==> src/rtl/rpmc_cfg.svh <==
// constants for the radio power-mode control block
// assumes a 200 MHz ref_clk and a single AHB-Lite slave port
`ifndef RPMC_CFG_SVH
`define RPMC_CFG_SVH
`define RPMC_OFS_MODE   12'h000
`define RPMC_OFS_STAT   12'h004
`define RPMC_OFS_IRQST  12'h008
`define RPMC_OFS_IRQCLR 12'h00C
`define RPMC_OFS_IRQEN  12'h010
`define RPMC_MODE_RETOFF 4'h0
`define RPMC_MODE_TOTOFF 4'h1
`define RPMC_MODE_XTAL   4'h5
`define RPMC_MODE_BUF    4'h6
`define RPMC_MODE_RXSYN  4'h8
`define RPMC_MODE_RXACT  4'h9
`define RPMC_MODE_WOR    4'hB
`define RPMC_MODE_TXSYN  4'hC
`define RPMC_MODE_TXACT  4'hD
`define RPMC_REG_SETTLE_NS 2000
`define RPMC_INIT_NS       10000
`define RPMC_CLK_NS        5
`endif

==> src/rtl/rpmc_pkg.sv <==
// types for the radio power-mode control block
// assumes nothing beyond the constants header
package rpmc_pkg;
  typedef enum logic [3:0] {
    RPMC_ST_OFF    = 4'b0001,
    RPMC_ST_RAMP   = 4'b0010,
    RPMC_ST_READY  = 4'b0100,
    RPMC_ST_INIT   = 4'b1000
  } rpmc_state_t;
  typedef struct packed {
    logic core_on;
    logic ref_on;
    logic synth_on;
    logic rx_on;
    logic tx_on;
    logic lpo_on;
    logic buf_ok;
  } rpmc_supply_t;
  typedef struct packed {
    logic brownout;
    logic regulator_ready;
  } rpmc_flags_t;
endpackage

==> src/rtl/rpmc_decode.sv <==
// decodes the power-mode field into supply and function enables
// assumes the field is held stable by the caller
`timescale 1ns/1ps
`default_nettype none
`include "rpmc_cfg.svh"
module rpmc_decode (
  // mode in
  input  wire logic [3:0]          mode,
  // enables out
  output rpmc_pkg::rpmc_supply_t   sup
);
  import rpmc_pkg::*;
  always_comb begin
    sup = '0;
    case (mode)
      `RPMC_MODE_XTAL: begin
        sup.core_on = 1'b1;
        sup.ref_on  = 1'b1;
      end
      `RPMC_MODE_BUF: begin
        sup.core_on = 1'b1;
        sup.ref_on  = 1'b1;
        sup.buf_ok  = 1'b1;
      end
      `RPMC_MODE_RXSYN, `RPMC_MODE_TXSYN: begin
        sup.core_on  = 1'b1;
        sup.ref_on   = 1'b1;
        sup.synth_on = 1'b1;
        sup.buf_ok   = 1'b1;
      end
      `RPMC_MODE_RXACT: begin
        sup.core_on  = 1'b1;
        sup.ref_on   = 1'b1;
        sup.synth_on = 1'b1;
        sup.rx_on    = 1'b1;
        sup.buf_ok   = 1'b1;
      end
      `RPMC_MODE_TXACT: begin
        sup.core_on  = 1'b1;
        sup.ref_on   = 1'b1;
        sup.synth_on = 1'b1;
        sup.tx_on    = 1'b1;
        sup.buf_ok   = 1'b1;
      end
      `RPMC_MODE_WOR: sup.lpo_on = 1'b1;
      default: sup = '0; // retention-off, total-off and unknown codes
    endcase
  end
endmodule
`default_nettype wire

==> src/rtl/rpmc_top.sv <==
// radio power-mode control: register slave, regulator sequencer, flags
// assumes AHB-Lite single word transfers and synchronous pin inputs
`timescale 1ns/1ps
`default_nettype none
`include "rpmc_cfg.svh"
module rpmc_top #(
  parameter int SETTLE_NS = `RPMC_REG_SETTLE_NS,
  parameter int INIT_NS   = `RPMC_INIT_NS
) (
  // clock and reset
  input  wire logic                 ref_clk,
  input  wire logic                 rst,
  // ahb-lite slave
  input  wire logic                 hsel,
  input  wire logic [11:0]          haddr,
  input  wire logic [1:0]           htrans,
  input  wire logic                 hwrite,
  input  wire logic [2:0]           hsize,
  input  wire logic [31:0]          hwdata,
  input  wire logic                 hready,
  output logic [31:0]               hrdata,
  output logic                      hreadyout,
  output logic                      hresp,
  // analog status
  input  wire logic                 supply_low,
  // buffer status and control
  input  wire logic                 buf_empty,
  output logic                      buf_flush,
  // wake pins
  input  wire logic                 sel_n,
  output logic                      miso_o,
  output logic                      miso_oe,
  // supply and function enables, interrupt
  output rpmc_pkg::rpmc_supply_t    supply,
  output logic                      irq
);
  import rpmc_pkg::*;
  localparam int SETTLE_CYC = (SETTLE_NS + `RPMC_CLK_NS - 1) / `RPMC_CLK_NS;
  localparam int INIT_CYC   = (INIT_NS + `RPMC_CLK_NS - 1) / `RPMC_CLK_NS;
  localparam int CW = $clog2(SETTLE_CYC > INIT_CYC ? SETTLE_CYC : INIT_CYC)+1;

  // refused at elaboration: a zero count would wrap to the counter maximum in ramp or init
  if (SETTLE_CYC < 1 || INIT_CYC < 1) begin : g_bad_counts
    $error("rpmc_top: settle and init counts must be positive");
  end

  logic [3:0]        mode_r;
  logic [3:0]        applied_r;
  rpmc_state_t       state_r;
  logic [CW-1:0]     cnt_r;
  logic              ready_r;
  logic [1:0]        ist_r;
  logic [1:0]        ien_r;
  logic              bo_q_r;
  logic              rdy_q_r;
  logic              ap_wr_r;
  logic              ap_rd_r;
  logic [11:0]       ap_addr_r;
  rpmc_supply_t      dec;
  rpmc_flags_t       flags;
  logic              ap_go;
  logic              mode_wr;
  logic              init_done;

  assign ap_go = hsel && hready && htrans[1];
  assign hreadyout = 1'b1;
  assign hresp     = 1'b0;

  always_ff @(posedge ref_clk) begin
    if (rst) begin
      ap_wr_r   <= 1'b0;
      ap_rd_r   <= 1'b0;
      ap_addr_r <= 12'h000;
    end else begin
      ap_wr_r   <= ap_go && hwrite;
      ap_rd_r   <= ap_go && !hwrite;
      ap_addr_r <= haddr;
    end
  end

  // writes to the mode field are ignored while total-off wake is pending
  assign mode_wr = ap_wr_r && (ap_addr_r == `RPMC_OFS_MODE)
                   && (state_r != RPMC_ST_OFF || mode_r != `RPMC_MODE_TOTOFF);
  assign init_done = (state_r == RPMC_ST_INIT) && (cnt_r == '0);

  // mode register: lost in total-off, kept in retention-off
  always_ff @(posedge ref_clk) begin
    if (rst) begin
      mode_r <= `RPMC_MODE_RETOFF;
    end else if (init_done) begin
      mode_r <= `RPMC_MODE_RETOFF;
    end else if (mode_wr) begin
      mode_r <= hwdata[3:0];
    end
  end

  // applied mode follows the field, but retention-off and xtal entry wait for buf_empty
  always_ff @(posedge ref_clk) begin
    if (rst) begin
      applied_r <= `RPMC_MODE_RETOFF;
    end else if (init_done) begin
      applied_r <= `RPMC_MODE_RETOFF;
    end else if (mode_r == `RPMC_MODE_RETOFF
                 || mode_r == `RPMC_MODE_XTAL) begin
      if (buf_empty || applied_r == mode_r)
        applied_r <= mode_r;
    end else begin
      applied_r <= mode_r;
    end
  end

  rpmc_decode u_dec (
    .mode (applied_r),
    .sup  (dec)
  );

  // regulator sequencer: ramp when core supply is needed while the sequencer is off
  always_ff @(posedge ref_clk) begin
    if (rst) begin
      state_r <= RPMC_ST_OFF;
      cnt_r   <= '0;
    end else begin
      case (state_r)
        RPMC_ST_OFF: begin
          if (applied_r == `RPMC_MODE_TOTOFF && !sel_n) begin
            state_r <= RPMC_ST_INIT;
            cnt_r   <= CW'(INIT_CYC - 1);
          end else if (dec.core_on) begin
            state_r <= RPMC_ST_RAMP;
            cnt_r   <= CW'(SETTLE_CYC - 1);
          end
        end
        RPMC_ST_RAMP: begin
          if (!dec.core_on) begin
            state_r <= RPMC_ST_OFF;
          end else if (cnt_r == '0) begin
            state_r <= RPMC_ST_READY;
          end else begin
            cnt_r <= cnt_r - CW'(1);
          end
        end
        RPMC_ST_READY: begin
          if (!dec.core_on) state_r <= RPMC_ST_OFF;
        end
        RPMC_ST_INIT: begin
          if (cnt_r == '0) state_r <= RPMC_ST_OFF;
          else cnt_r <= cnt_r - CW'(1);
        end
        default: state_r <= RPMC_ST_OFF;
      endcase
    end
  end

  always_ff @(posedge ref_clk) begin
    if (rst) ready_r <= 1'b0;
    else ready_r <= (state_r == RPMC_ST_READY) && dec.core_on;
  end

  // analog functions except core, ref and low-power osc stay off until regulators report ready
  always_ff @(posedge ref_clk) begin
    if (rst) begin
      supply <= '0;
    end else begin
      supply          <= dec;
      supply.synth_on <= dec.synth_on && ready_r;
      supply.rx_on    <= dec.rx_on && ready_r;
      supply.tx_on    <= dec.tx_on && ready_r;
      supply.buf_ok   <= dec.buf_ok && ready_r;
    end
  end

  // buffer contents are dropped whenever the applied mode withdraws access, not while only ready_r holds access off
  always_ff @(posedge ref_clk) begin
    if (rst) buf_flush <= 1'b0;
    else buf_flush <= !dec.buf_ok;
  end

  // miso held low in total-off and during wake initialisation, released otherwise
  always_ff @(posedge ref_clk) begin
    if (rst) begin
      miso_o  <= 1'b0;
      miso_oe <= 1'b0;
    end else begin
      // low from total-off entry through init, so no stray high is seen
      // before the wake rising edge
      miso_o  <= (state_r != RPMC_ST_INIT)
                 && (applied_r != `RPMC_MODE_TOTOFF);
      miso_oe <= !sel_n;
    end
  end

  assign flags.regulator_ready = ready_r;
  assign flags.brownout        = supply_low;

  always_ff @(posedge ref_clk) begin
    if (rst) begin
      bo_q_r  <= 1'b0;
      rdy_q_r <= 1'b0;
    end else begin
      bo_q_r  <= flags.brownout;
      rdy_q_r <= flags.regulator_ready;
    end
  end

  // events: bit0 regulators became ready, bit1 brown-out asserted
  always_ff @(posedge ref_clk) begin
    if (rst) begin
      ist_r <= 2'h0;
    end else if (init_done) begin
      ist_r <= 2'h0;
    end else begin
      for (int i = 0; i < 2; i++) begin
        if ((i == 0 && flags.regulator_ready && !rdy_q_r)
            || (i == 1 && flags.brownout && !bo_q_r))
          ist_r[i] <= 1'b1; // set wins over clear
        else if (ap_wr_r && ap_addr_r == `RPMC_OFS_IRQCLR && hwdata[i])
          ist_r[i] <= 1'b0;
      end
    end
  end

  always_ff @(posedge ref_clk) begin
    if (rst) ien_r <= 2'h0;
    else if (init_done) ien_r <= 2'h0;
    else if (ap_wr_r && ap_addr_r == `RPMC_OFS_IRQEN) ien_r <= hwdata[1:0];
  end

  assign irq = |(ist_r & ien_r);

  // read data registered at the address phase, valid in the data phase
  always_ff @(posedge ref_clk) begin
    if (rst) begin
      hrdata <= 32'h0000_0000;
    end else if (ap_go && !hwrite) begin
      if (haddr == `RPMC_OFS_MODE)
        hrdata <= {28'h0000000, mode_r};
      else if (haddr == `RPMC_OFS_STAT)
        hrdata <= {30'h0, flags};
      else if (haddr == `RPMC_OFS_IRQST)
        hrdata <= {30'h0, ist_r};
      else if (haddr == `RPMC_OFS_IRQEN)
        hrdata <= {30'h0, ien_r};
      else
        hrdata <= 32'h0000_0000;
    end
  end
endmodule
`default_nettype wire

==> config.mk <==
export PLATFORM = sky130hd
export DESIGN_NAME = rpmc_top
export DESIGN_NICKNAME = d
export VERILOG_FILES = /design/src/rtl/rpmc_pkg.sv /design/src/rtl/rpmc_decode.sv /design/src/rtl/rpmc_top.sv
export VERILOG_INCLUDE_DIRS = /design/src /design/src/rtl
export SDC_FILE = /design/constraint.sdc
export NUM_CORES = 1
export LEC_CHECK = 0
export ABC_CLOCK_PERIOD_IN_PS = 2100
export BUFFER_PORTS_ARGS = -buffer_cell sky130_fd_sc_hd__buf_4
export CAP_MARGIN = 20
export CORE_ASPECT_RATIO = 1.5
export CORE_MARGIN = 5
export CORE_UTILIZATION = 44
export CTS_CLUSTER_SIZE = 12
export DETAILED_ROUTE_END_ITERATION = 8
export PLACE_DENSITY = 0.72
export SLEW_MARGIN = 20
export SYNTH_ARGS = -nofsm -noshare
export SYNTH_HDL_FRONTEND = slang
export SYNTH_SLANG_ARGS = --single-unit
==> constraint.sdc <==
create_clock -name ref_clk -period 2.1 [get_ports ref_clk]
set_input_delay 0.315 -clock ref_clk [delete_from_list [all_inputs] [get_ports ref_clk]]
set_output_delay 0.315 -clock ref_clk [all_outputs]
set_load 0.05 [all_outputs]
==> summary.txt, run 1 <==
Outcome
  – Outcome: completed

Routing
  – Routed WL per cell: 13.4 µm
  – Number of nets still failing antenna checks after routing: 0
  – Vias per inst: 5.28
  – Vias post-DR: 2365
  – Final wirelength: 6010 µm
  – TritonRoute pass-1 iters: 4
  – DRC violations left: 0
  – Initial DRC count: 123

Timing
  – Slew Limit Fails: 0
  – Period minus WS final: 2.07 ns
  – Hold Fails Final Rpt: 0
  – Unrepaired setup endpoints after global routing: true
  – Final period util: 98.4%
  – Hold_ws: 0.183 ns
  – Fmax: 484 MHz
  – Setup violators final: 0
  – TNS Setup: 0 ns
  – Clk_skew: 0.00586 ns

Setup path
  – Worst r2r path cells: 6
  – Worst Setup Start Kind: register
  – Delay of the slowest critical-path stage: 0.56 ns
  – CP max stage cell: or4b_4
  – WS Path Type: register to register
  – Critical Path AT: 2.32 ns
  – CP Depth: 6
  – Largest fanout on the critical path: 9
  – Worst EP required: 2.36 ns
  – Critical-path cell list: or4b_4, o31ai_4, o221ai_4, buf_4, or3_1, a31oi_1
  – Critical path endpoint category: register
  – CP top delay family: simple AND/OR/NAND/NOR gates
  – Crit path buf inv count: 1

Clocking
  – CTS tree: yes
  – CTS Hold Bufs: 0
  – Htree depth: 3
  – Clock Tree Buf Depth: 2
  – Clock transition at the registers of the reported paths: 0.06 ns
  – Worst-Skew Late Latency: 0.33 ns
  – CTS buffer count: 9
  – Sink Count: 57
  – Root Buffer: clkbuf_8

Min path
  – Hold WC Path Type: primary input to register
  – Cell depth of the worst hold path: 2

Cells and area
  – Synthesis-to-layout area growth: 23.3%
  – Share of layout cells above drive strength 1: 26.5%
  – Most frequent cells in the layout: buf_4 (68), dfxtp_1 (55), nor2_1 (33)
  – Area of the multi-input gates: 1440 µm²
  – Finished Cell Area: 3410 µm²
  – FF/Latch Area: 1140 µm²
  – Nets@finish: 428
  – N_diodes: 0
  – Most common cell after layout, fill and taps aside: buf_4
  – FILL cells: 577
  – Non-Filler Instances: 448

Global route
  – Pin count of the biggest net entering global routing: 41
  – Vias in the first global route: 2191
  – First-pass GRT wire length: 9960 µm
  – Antenna violations before repair: 0
  – Overflow left after global routing: 0
  – Gr usage total: 15.9%

Pwr
  – Clk network pwr share: 44.1%
  – Pwr dens: 703 nW/µm²
  – Flop pwr share: 46.1%
  – Int Pwr: 1.80 mW
  – Logic pwr share: 9.7%
  – P_leak: 1.48 nW
  – NetSw: 0.599 mW
  – Switching Share: 25.0%
  – Maximum vdd drop: 0.448 mV

Die
  – Initial Util: 45.1%
  – I/O pin count: 102
  – DIE WIDTH: 74.8 µm
  – Die height: 107 µm
  – # rows: 35
  – Die ar.: 8010 µm²
  – Core Area: 6130 µm²

Synthesis
  – Synth cell types: 56
  – Main synth FF type: dfxtp_1
  – Synth Area in XOR/XNOR: 0.633%
  – Synthesis Warnings: 0
  – Synth async-reset ratio: 0%
  – Top post-synthesis cells by area: dfxtp_1 (41%), buf_4 (8.4%), nor2b_1 (5.0%), nor2_1 (4.5%), mux2i_1 (3.6%)
  – Top-area cell type share of the netlist area: 41.2%
  – Synthesis-stage register bit count: 57
  – Simple-Gate Fraction of Synth Area: 25.2%
  – Syn avg cell area: 9.04 µm²
  – Mux cell area share after synthesis: 4.02%
  – Compound-Gate Fraction of Synth Area: 16.2%
  – Number of synthesized flops with an enable pin: 0
  – Area of the mapped netlist: 2770 µm²
  – Area leader, netlist: dfxtp_1
  – Syn Inst Count: 306
  – Post-Synth Adder-Cell Area: 0.904%
  – Largest family of logic cells by synthesized area: simple AND/OR/NAND/NOR gates
  – Seq/Total Area, Yosys: 41.2%

Placed design
  – Gpl congestion: 0.821
  – Placed cells: 430
  – Hpwl dp: 4560 µm
  – IO Port Bufs: 39
  – Post-DP Area: 3160 µm²

Job
  – Max-Cap Viols: 0
## layout make-up
type,instances,area share [%]
clock buffer,14,5.06
clock inverter,2,1.03
inverter,5,0.550
multi-input combinational,228,42.2
sequential,57,33.5
tap,74,2.71
timing repair buffer,68,15.0
## metrics by stage
| stage | util (%) | worst slack (ns) | total power [mW] |
|---|---|---|---|
| after global routing | 55.7 | -0.0770 | 2.48 |
| after global placement | 51.5 | 0.0101 | 1.36 |
| after CTS | 55.2 | 0.00404 | 2.42 |
| after detailed placement | 51.5 | -0.0369 | 1.36 |
| final | 55.7 | 0.0331 | 2.40 |
| after floorplan | - | 0.0233 | 1.35 |
## kinds of logic (layout without fill, tap and decap cells)
logic type               count (synthesis)  count (layout)
multiplexers                            11              11
other                                    2              30
flip-flops                              57              57
buffers and inverters                   49              89
AO/OA/AOI/OAI                           63              63
AND/OR/NAND/NOR                        120             120
adder cells (fa/ha/maj)                  2               2
XOR/XNOR                                 2               2
## per-layer routing
metal	wire length (µm)	share of wire (%)	track usage, %
met3	373	6.2	4.78
met4	110	1.8	7.00
met5	0	0	0
met1	2260	38	17.4
met2	3260	54	27.6
## registers in the layout, indices dropped and copies added, names as in the netlist, 2 cells and up
name       cells
ap_addr_r     12
cnt_r         12
ien_r          2
state_r        4
ist_r          2
hrdata         4
mode_r         4
applied_r      4
supply         6
## worst reg2reg max path, cell delays in order, from the launching register on
cell	delay, ns
dfxtp_2	0.33
or4b_4	0.56
o31ai_4	0.22
o221ai_4	0.19
buf_4	0.20
or3_1	0.34
a31oi_1	0.17
## synth_stat cells, types with 5 or more instances
master     n
a21oi_1   17
a31oi_1    5
buf_4     31
clkbuf_1   6
dfxtp_1   57
inv_1      5
mux2i_1   10
nand2_1    6
nand2b_1   5
nor2_1    33
nor2b_1   22
nor3_1    12
o21ai_0    8
or3_1     11
or4_1      6
## worst paths after layout
check / start / end / slack, ns
setup / recovery: applied_r[3] / cnt_r[3] / 0.03
hold / removal: sel_n / miso_oe / 0.18
setup reg to reg: applied_r[3] / cnt_r[3] / 0.03
hold reg to reg: hrdata[0] / hrdata[0] / 0.49
## repair_timing
item,in CTS,in global routing
gates resized for setup,1,10
buffers inserted,1,1
pin swaps,1,1
gates cloned,0,0
endpoints found under the setup margin,4,11
## power groups by stage
stage,clock (mW),sequential (mW),combinational (mW)
finish,1.06,1.11,0.233
global route,1.13,1.11,0.247
CTS,1.08,1.11,0.232
detailed placement,0,1.13,0.231
global placement,0,1.13,0.229
floorplan,0,1.14,0.206
(Power assumes the default switching activity.)
==> run 2, diff against run 1 <==
Settings changed: PLACE_DENSITY 0.72 to 0.78.
==> summary.txt, run 2 (synthesis results as in run 1) <==
Pwr
  – Int Pwr: 1.88 mW (+4.6%)
  – Maximum vdd drop: 0.496 mV (+11%)
  – Pwr dens: 745 nW/µm² (+6.1%)
  – Switching Share: 25.3% (+0.35 points)
  – Clk network pwr share: 46.9% (+2.8 points)
  – NetSw: 0.638 mW (+6.6%)
  – Flop pwr share: 43.9% (-2.2 points)
  – Logic pwr share: 9.2% (-0.5 points)
  – Final Power: 2.52 mW (+5.1%)
  – P_leak: 1.45 nW (-1.6%)

Cells and area
  – Nets@finish: 421 (-1.6%)
  – Most common cell after layout, fill and taps aside: buf_4
  – Finished Cell Area: 3380 µm² (-0.88%)
  – Most frequent cells in the layout: buf_4 (60), dfxtp_1 (55), nor2_1 (33)
  – Top Registers: ap_addr_r x12, cnt_r x12, supply x6
  – N_diodes: 0 (unchanged)
  – FILL cells: 586 (+1.6%)
  – Synthesis-to-layout area growth: 22.2%
  – Post-layout util: 55.2% (-0.49 points)
  – Non-Filler Instances: 441 (-1.6%)
  – Share of layout cells above drive strength 1: 24.8% (-1.7 points)
  – FF/Latch Area: 1140 µm² (unchanged)
  – Area of the multi-input gates: 1440 µm² (-0.17%)

Die
  – Die ar.: 8010 µm² (unchanged)
  – # rows: 35 (unchanged)
  – Die height: 107 µm (unchanged)
  – DIE WIDTH: 74.8 µm (unchanged)
  – Core Area: 6130 µm² (unchanged)
  – I/O pin count: 102 (unchanged)
  – Initial Util: 45.1% (unchanged)

Timing
  – Final period util: 98.9% (+0.52 points)
  – Relative slew slack: 64.8%
  – Clk_skew: 0.00647 ns (+0.000606 ns)
  – Hold Fails Final Rpt: 0 (unchanged)
  – Fmax: 481 MHz (-0.53%)
  – Worst-margin pin slew: 0.524 ns
  – Unrepaired setup endpoints after global routing: true
  – Period minus WS final: 2.08 ns (+0.0109 ns)
  – Setup violators final: 0 (unchanged)
  – Slew Limit Fails: 0 (unchanged)
  – Setup WS post-layout: 0.0222 ns (-0.0109 ns)

Setup path
  – CP max stage cell: or4b_4
  – Largest fanout on the critical path: 8 (-1)
  – Worst R2R End: cnt_r[7]
  – Critical path endpoint category: register
  – CP top delay family: simple AND/OR/NAND/NOR gates
  – WS Path Type: register to register
  – Worst EP required: 2.37 ns (about the same)
  – Crit Reg-Reg Startpoint: applied_r[1]
  – Reg2reg setup slack: 0.02 ns (about the same)
  – Crit path buf inv count: 0 (-1)
  – Critical Path AT: 2.35 ns (+0.03 ns)
  – Worst r2r path cells: 5 (-1)
  – Delay of the slowest critical-path stage: 0.55 ns (about the same)
  – Critical-path cell list: or4b_4, o31ai_4, o221ai_4, or4_1, a31oi_1
  – Critical Path Start: applied_r[1]
  – CP Capture Point: cnt_r[7]
  – CP Depth: 5 (-1)
  – Worst Setup Start Kind: register

Global route
  – Met2 GRT Util: 28.8% (+1.2 points)
  – Gr usage total: 16.0% (+0.032 points)
  – Gr busiest metal: met2
  – Pin count of the biggest net entering global routing: 41 (unchanged)
  – First-pass GRT wire length: 9830 µm (-1.2%)
  – Antenna violations before repair: 0 (unchanged)
  – Overflow left after global routing: 0 (unchanged)
  – Vias in the first global route: 2243 (+2.4%)
  – Met3 usage: 3.28% (-1.5 points)
  – Global-route met1 utilization: 16.3% (-1.1 points)

Clocking
  – Clock transition at the registers of the reported paths: 0.07 ns (about the same)
  – CTS buffer count: 9 (unchanged)
  – Clock Tree Buf Depth: 2 (unchanged)
  – CTS tree: yes
  – Sink Count: 57 (unchanged)
  – Htree depth: 3 (unchanged)
  – Root Buffer: clkbuf_8
  – Worst-Skew Late Latency: 0.34 ns (about the same)

Placed design
  – IO Port Bufs: 39 (unchanged)
  – Hpwl dp: 4470 µm (-1.8%)
  – Placed cells: 423 (-1.6%)
  – Gpl congestion: 0.819 (-0.22%)
  – Dpl ws: -0.000233 ns (+0.0367 ns)
  – Post-DP Area: 3110 µm² (-1.7%)

Routing
  – DRC violations left: 0 (unchanged)
  – Initial DRC count: 98 (-20%)
  – Routed WL per cell: 14.3 µm (+6.9%)
  – Number of nets still failing antenna checks after routing: 0 (unchanged)
  – TritonRoute pass-1 iters: 4 (unchanged)
  – Vias post-DR: 2319 (-1.9%)
  – Final wirelength: 6320 µm (+5.3%)
  – Vias per inst: 5.26 (-0.39%)

Min path
  – Hold WC Path Type: primary input to register
  – Hold_sp: sel_n
  – Cell depth of the worst hold path: 2 (unchanged)

Job
  – Max-Cap Viols: 0 (unchanged)

Outcome
  – Outcome: completed
-- run 2: worst min path at each step --
stage | end
finish | miso_oe
global route | miso_oe
CTS | miso_oe
detailed placement | cnt_r[6]
global placement | cnt_r[6]
floorplan | miso_oe
-- run 2: power by group through the flow --
| stage | combinational, mW | sequential [mW] | clock (mW) |
|---|---|---|---|
| 5_1_grt | 0.246 | 1.11 | 1.25 |
| 3_3_place_gp | 0.229 | 1.13 | 0 |
| 4_1_cts | 0.231 | 1.11 | 1.20 |
| 6_report | 0.233 | 1.11 | 1.18 |
| 2_1_floorplan | 0.206 | 1.14 | 0 |
| 3_5_place_dp | 0.231 | 1.13 | 0 |
-- run 2: repair_timing --
item | CTS | global route
setup endpoints to repair | 3 | 6
gates resized for setup | 1 | 9
setup buffers | 0 | 2
hold buffers | 0 | 0
pin swaps | 1 | 2
-- run 2: cell type report --
| cell class | instances | share of cell area [%] |
|---|---|---|
| flip-flops and latches | 57 | 33.8 |
| clock buffers | 11 | 4.47 |
| inverters | 5 | 0.555 |
| clock inverters | 5 | 2.29 |
| repair buffers | 61 | 13.6 |
| multi-input cells | 228 | 42.5 |
| well taps | 74 | 2.74 |
-- run 2: routing by layer --
layer	share of wire, %	wire, µm
met3	5.6	356
met5	0	0
met1	38	2400
met4	2.3	148
met2	54	3420
-- run 2: through the flow --
stage / setup TNS (ns) / hold slack (ns)
floorplan: 0 / 0.387
global placement: 0 / 0.472
detailed placement: -0.000233 / 0.483
CTS: 0 / 0.166
global route: -0.121 / 0.176
finish: 0 / 0.177
-- run 2: worst reg2reg max path, stage by stage, from the launching register on --
cell	delay (ns)
dfxtp_1	0.34
or4b_4	0.55
o31ai_4	0.23
o221ai_4	0.21
or4_1	0.50
a31oi_1	0.18
==> run 3, diff against run 2 <==
Settings changed: ABC_CLOCK_PERIOD_IN_PS 2100 to 2290, CORE_UTILIZATION 44 to 49, PLACE_DENSITY 0.78 to 0.82.
Clock period 2.1 ns to 2.29 ns, I/O delays scaled along.
==> summary.txt, run 3 (synthesis results as in run 1) <==
Timing
  – Clk_skew: 0.00695 ns (+0.000481 ns)
  – Relative slew slack: 61.0% (-3.9 points)
  – Period minus WS final: 2.13 ns (+0.0537 ns)
  – Final period util: 93.1% (-5.9 points)
  – Worst-margin pin slew: 0.579 ns (+0.0551 ns)
  – Setup violators final: 0 (unchanged)
  – Unrepaired setup endpoints after global routing: false
  – Fmax: 469 MHz (-2.5%)
  – Hold Fails Final Rpt: 0 (unchanged)
  – TNS Setup: 0 ns (unchanged)
  – Setup WS post-layout: 0.158 ns (+0.136 ns)
  – Slew Limit Fails: 0 (unchanged)

Routing
  – Final wirelength: 5820 µm (-8.0%)
  – Vias per inst: 5.37 (+2.2%)
  – Routed WL per cell: 13.7 µm (-4.3%)
  – TritonRoute pass-1 iters: 4 (unchanged)
  – Initial DRC count: 87 (-11%)
  – Number of nets still failing antenna checks after routing: 0 (unchanged)
  – DRC violations left: 0 (unchanged)
  – Vias post-DR: 2278 (-1.8%)

Min path
  – Hold_sp: sel_n
  – Hold EP: miso_oe
  – Cell depth of the worst hold path: 2 (unchanged)
  – Hold WC Path Type: primary input to register

Die
  – Initial Util: 50.4% (+5.3 points)
  – # rows: 33 (-5.7%)
  – DIE WIDTH: 71.4 µm (-4.5%)
  – Core Area: 5490 µm² (-10%)
  – I/O pin count: 102 (unchanged)
  – Die height: 102 µm (-4.8%)
  – Die ar.: 7280 µm² (-9.1%)

Clocking
  – Clock Tree Buf Depth: 2 (unchanged)
  – Root Buffer: clkbuf_8
  – CTS tree: yes
  – Clock transition at the registers of the reported paths: 0.06 ns (about the same)
  – Sink Count: 57 (unchanged)
  – CTS buffer count: 9 (unchanged)
  – Post-CTS Setup Inserts: 0 (unchanged)
  – Htree depth: 3 (unchanged)
  – Worst-Skew Late Latency: 0.34 ns (about the same)

Pwr
  – Pwr dens: 723 nW/µm² (-3.0%)
  – P_leak: 1.40 nW (-4.0%)
  – Maximum vdd drop: 0.426 mV (-14%)

Cells and area
  – Share of layout cells above drive strength 1: 20.9% (-3.9 points)
  – Nets@finish: 408 (-3.1%)
  – Most frequent cells in the layout: dfxtp_1 (56), buf_4 (48), nor2_1 (33)
  – Top Registers: ap_addr_r x12, cnt_r x12, supply x6
  – N_diodes: 0 (unchanged)
  – Synthesis-to-layout area growth: 18.3%
  – Most common cell after layout, fill and taps aside: dfxtp_1

Setup path
  – WS Path Type: register to register
  – Crit Reg-Reg Startpoint: state_r[1]
  – Worst R2R End: cnt_r[7]
  – Reg2reg setup slack: 0.16 ns (+0.14 ns)
  – Worst r2r path cells: 5 (unchanged)
  – Critical Path AT: 2.39 ns (+0.04 ns)
  – Largest fanout on the critical path: 15 (+7)
  – Worst EP required: 2.55 ns (+0.18 ns)
  – Critical path endpoint category: register
  – Worst Setup Start Kind: register

Outcome
  – Outcome: completed

Global route
  – First-pass GRT wire length: 9510 µm (-3.3%)
  – Pin count of the biggest net entering global routing: 41 (unchanged)
  – Antenna violations before repair: 0 (unchanged)
  – Overflow left after global routing: 0 (unchanged)
  – Gr usage total: 16.6% (+0.61 points)
  – Vias in the first global route: 2238 (-0.22%)

Placed design
  – Dpl ws: 0.0654 ns (+0.0656 ns)
  – IO Port Bufs: 39 (unchanged)
  – Hpwl dp: 4280 µm (-4.4%)
  – Gpl congestion: 0.856 (+4.5%)

Job
  – Max-Cap Viols: 0 (unchanged)
==> run 3: repair_timing <==
action                     4_1_cts  5_1_grt
hold buffers                     0        0
resized for setup                0        2
setup endpoints to repair        0        2
==> run 3: worst max-delay path by stage <==
| stage | from | endpoint | slack [ns] | cells after the start |
|---|---|---|---|---|
| 3_3_place_gp | applied_r[1] | cnt_r[7] | 0.16 | 5 |
| 3_5_place_dp | applied_r[1] | cnt_r[7] | 0.07 | 5 |
| 5_1_grt | state_r[1] | cnt_r[7] | 0.006 | 5 |
| 6_report | state_r[1] | cnt_r[7] | 0.16 | 5 |
| 2_1_floorplan | applied_r[3] | cnt_r[5] | 0.21 | 7 |
| 4_1_cts | applied_r[1] | cnt_r[7] | 0.07 | 5 |
==> run 3: routing by layer <==
metal	global-route usage, %	part of all wire, %
met3	4.53	4.8
met5	0	0
met1	16.6	39
met4	9.70	3.1
met2	30.3	53
==> run 3: power by group <==
part / internal (mW) / total (mW) / switching (mW)
clock: 0.746 / 1.14 / 0.395
sequential: 1.01 / 1.01 / 0.00610
combinational: 0.0496 / 0.211 / 0.161
==> run 3: area by class of cell <==
| type | instances | area [µm²] |
|---|---|---|
| Sequential cell | 57 | 1140 |
| Clock inverter | 6 | 105 |
| Fill cell | 499 | 2220 |
| Tap cell | 70 | 87.6 |
| Clock buffer | 10 | 138 |
| Inverter | 5 | 18.8 |
| Timing Repair Buffer | 48 | 360 |
| Multi-Input combinational cell | 228 | 1420 |
==> run 3: worst max-delay path, cell delays in order, from the launching register on <==
cell and delay [ns]:
dfxtp_1 0.41, or4b_1 0.59, nand4_1 0.17, o221ai_4 0.20, or4_1 0.51, a31oi_1 0.19
==> run 3: stage by stage <==
stage | power (mW) | hold slack, ns | util [%] | instances | cell area [µm²]
after global placement | 1.24 | 0.470 | 55.0 | 408 | 3020
after floorplan | 1.23 | 0.416 | - | 334 | 2870
after detailed placement | 1.25 | 0.484 | 55.0 | 408 | 3020
after global routing | 2.45 | 0.209 | 59.6 | 424 | 3270
final | 2.37 | 0.214 | 59.6 | 424 | 3270
after CTS | 2.38 | 0.202 | 59.4 | 424 | 3260
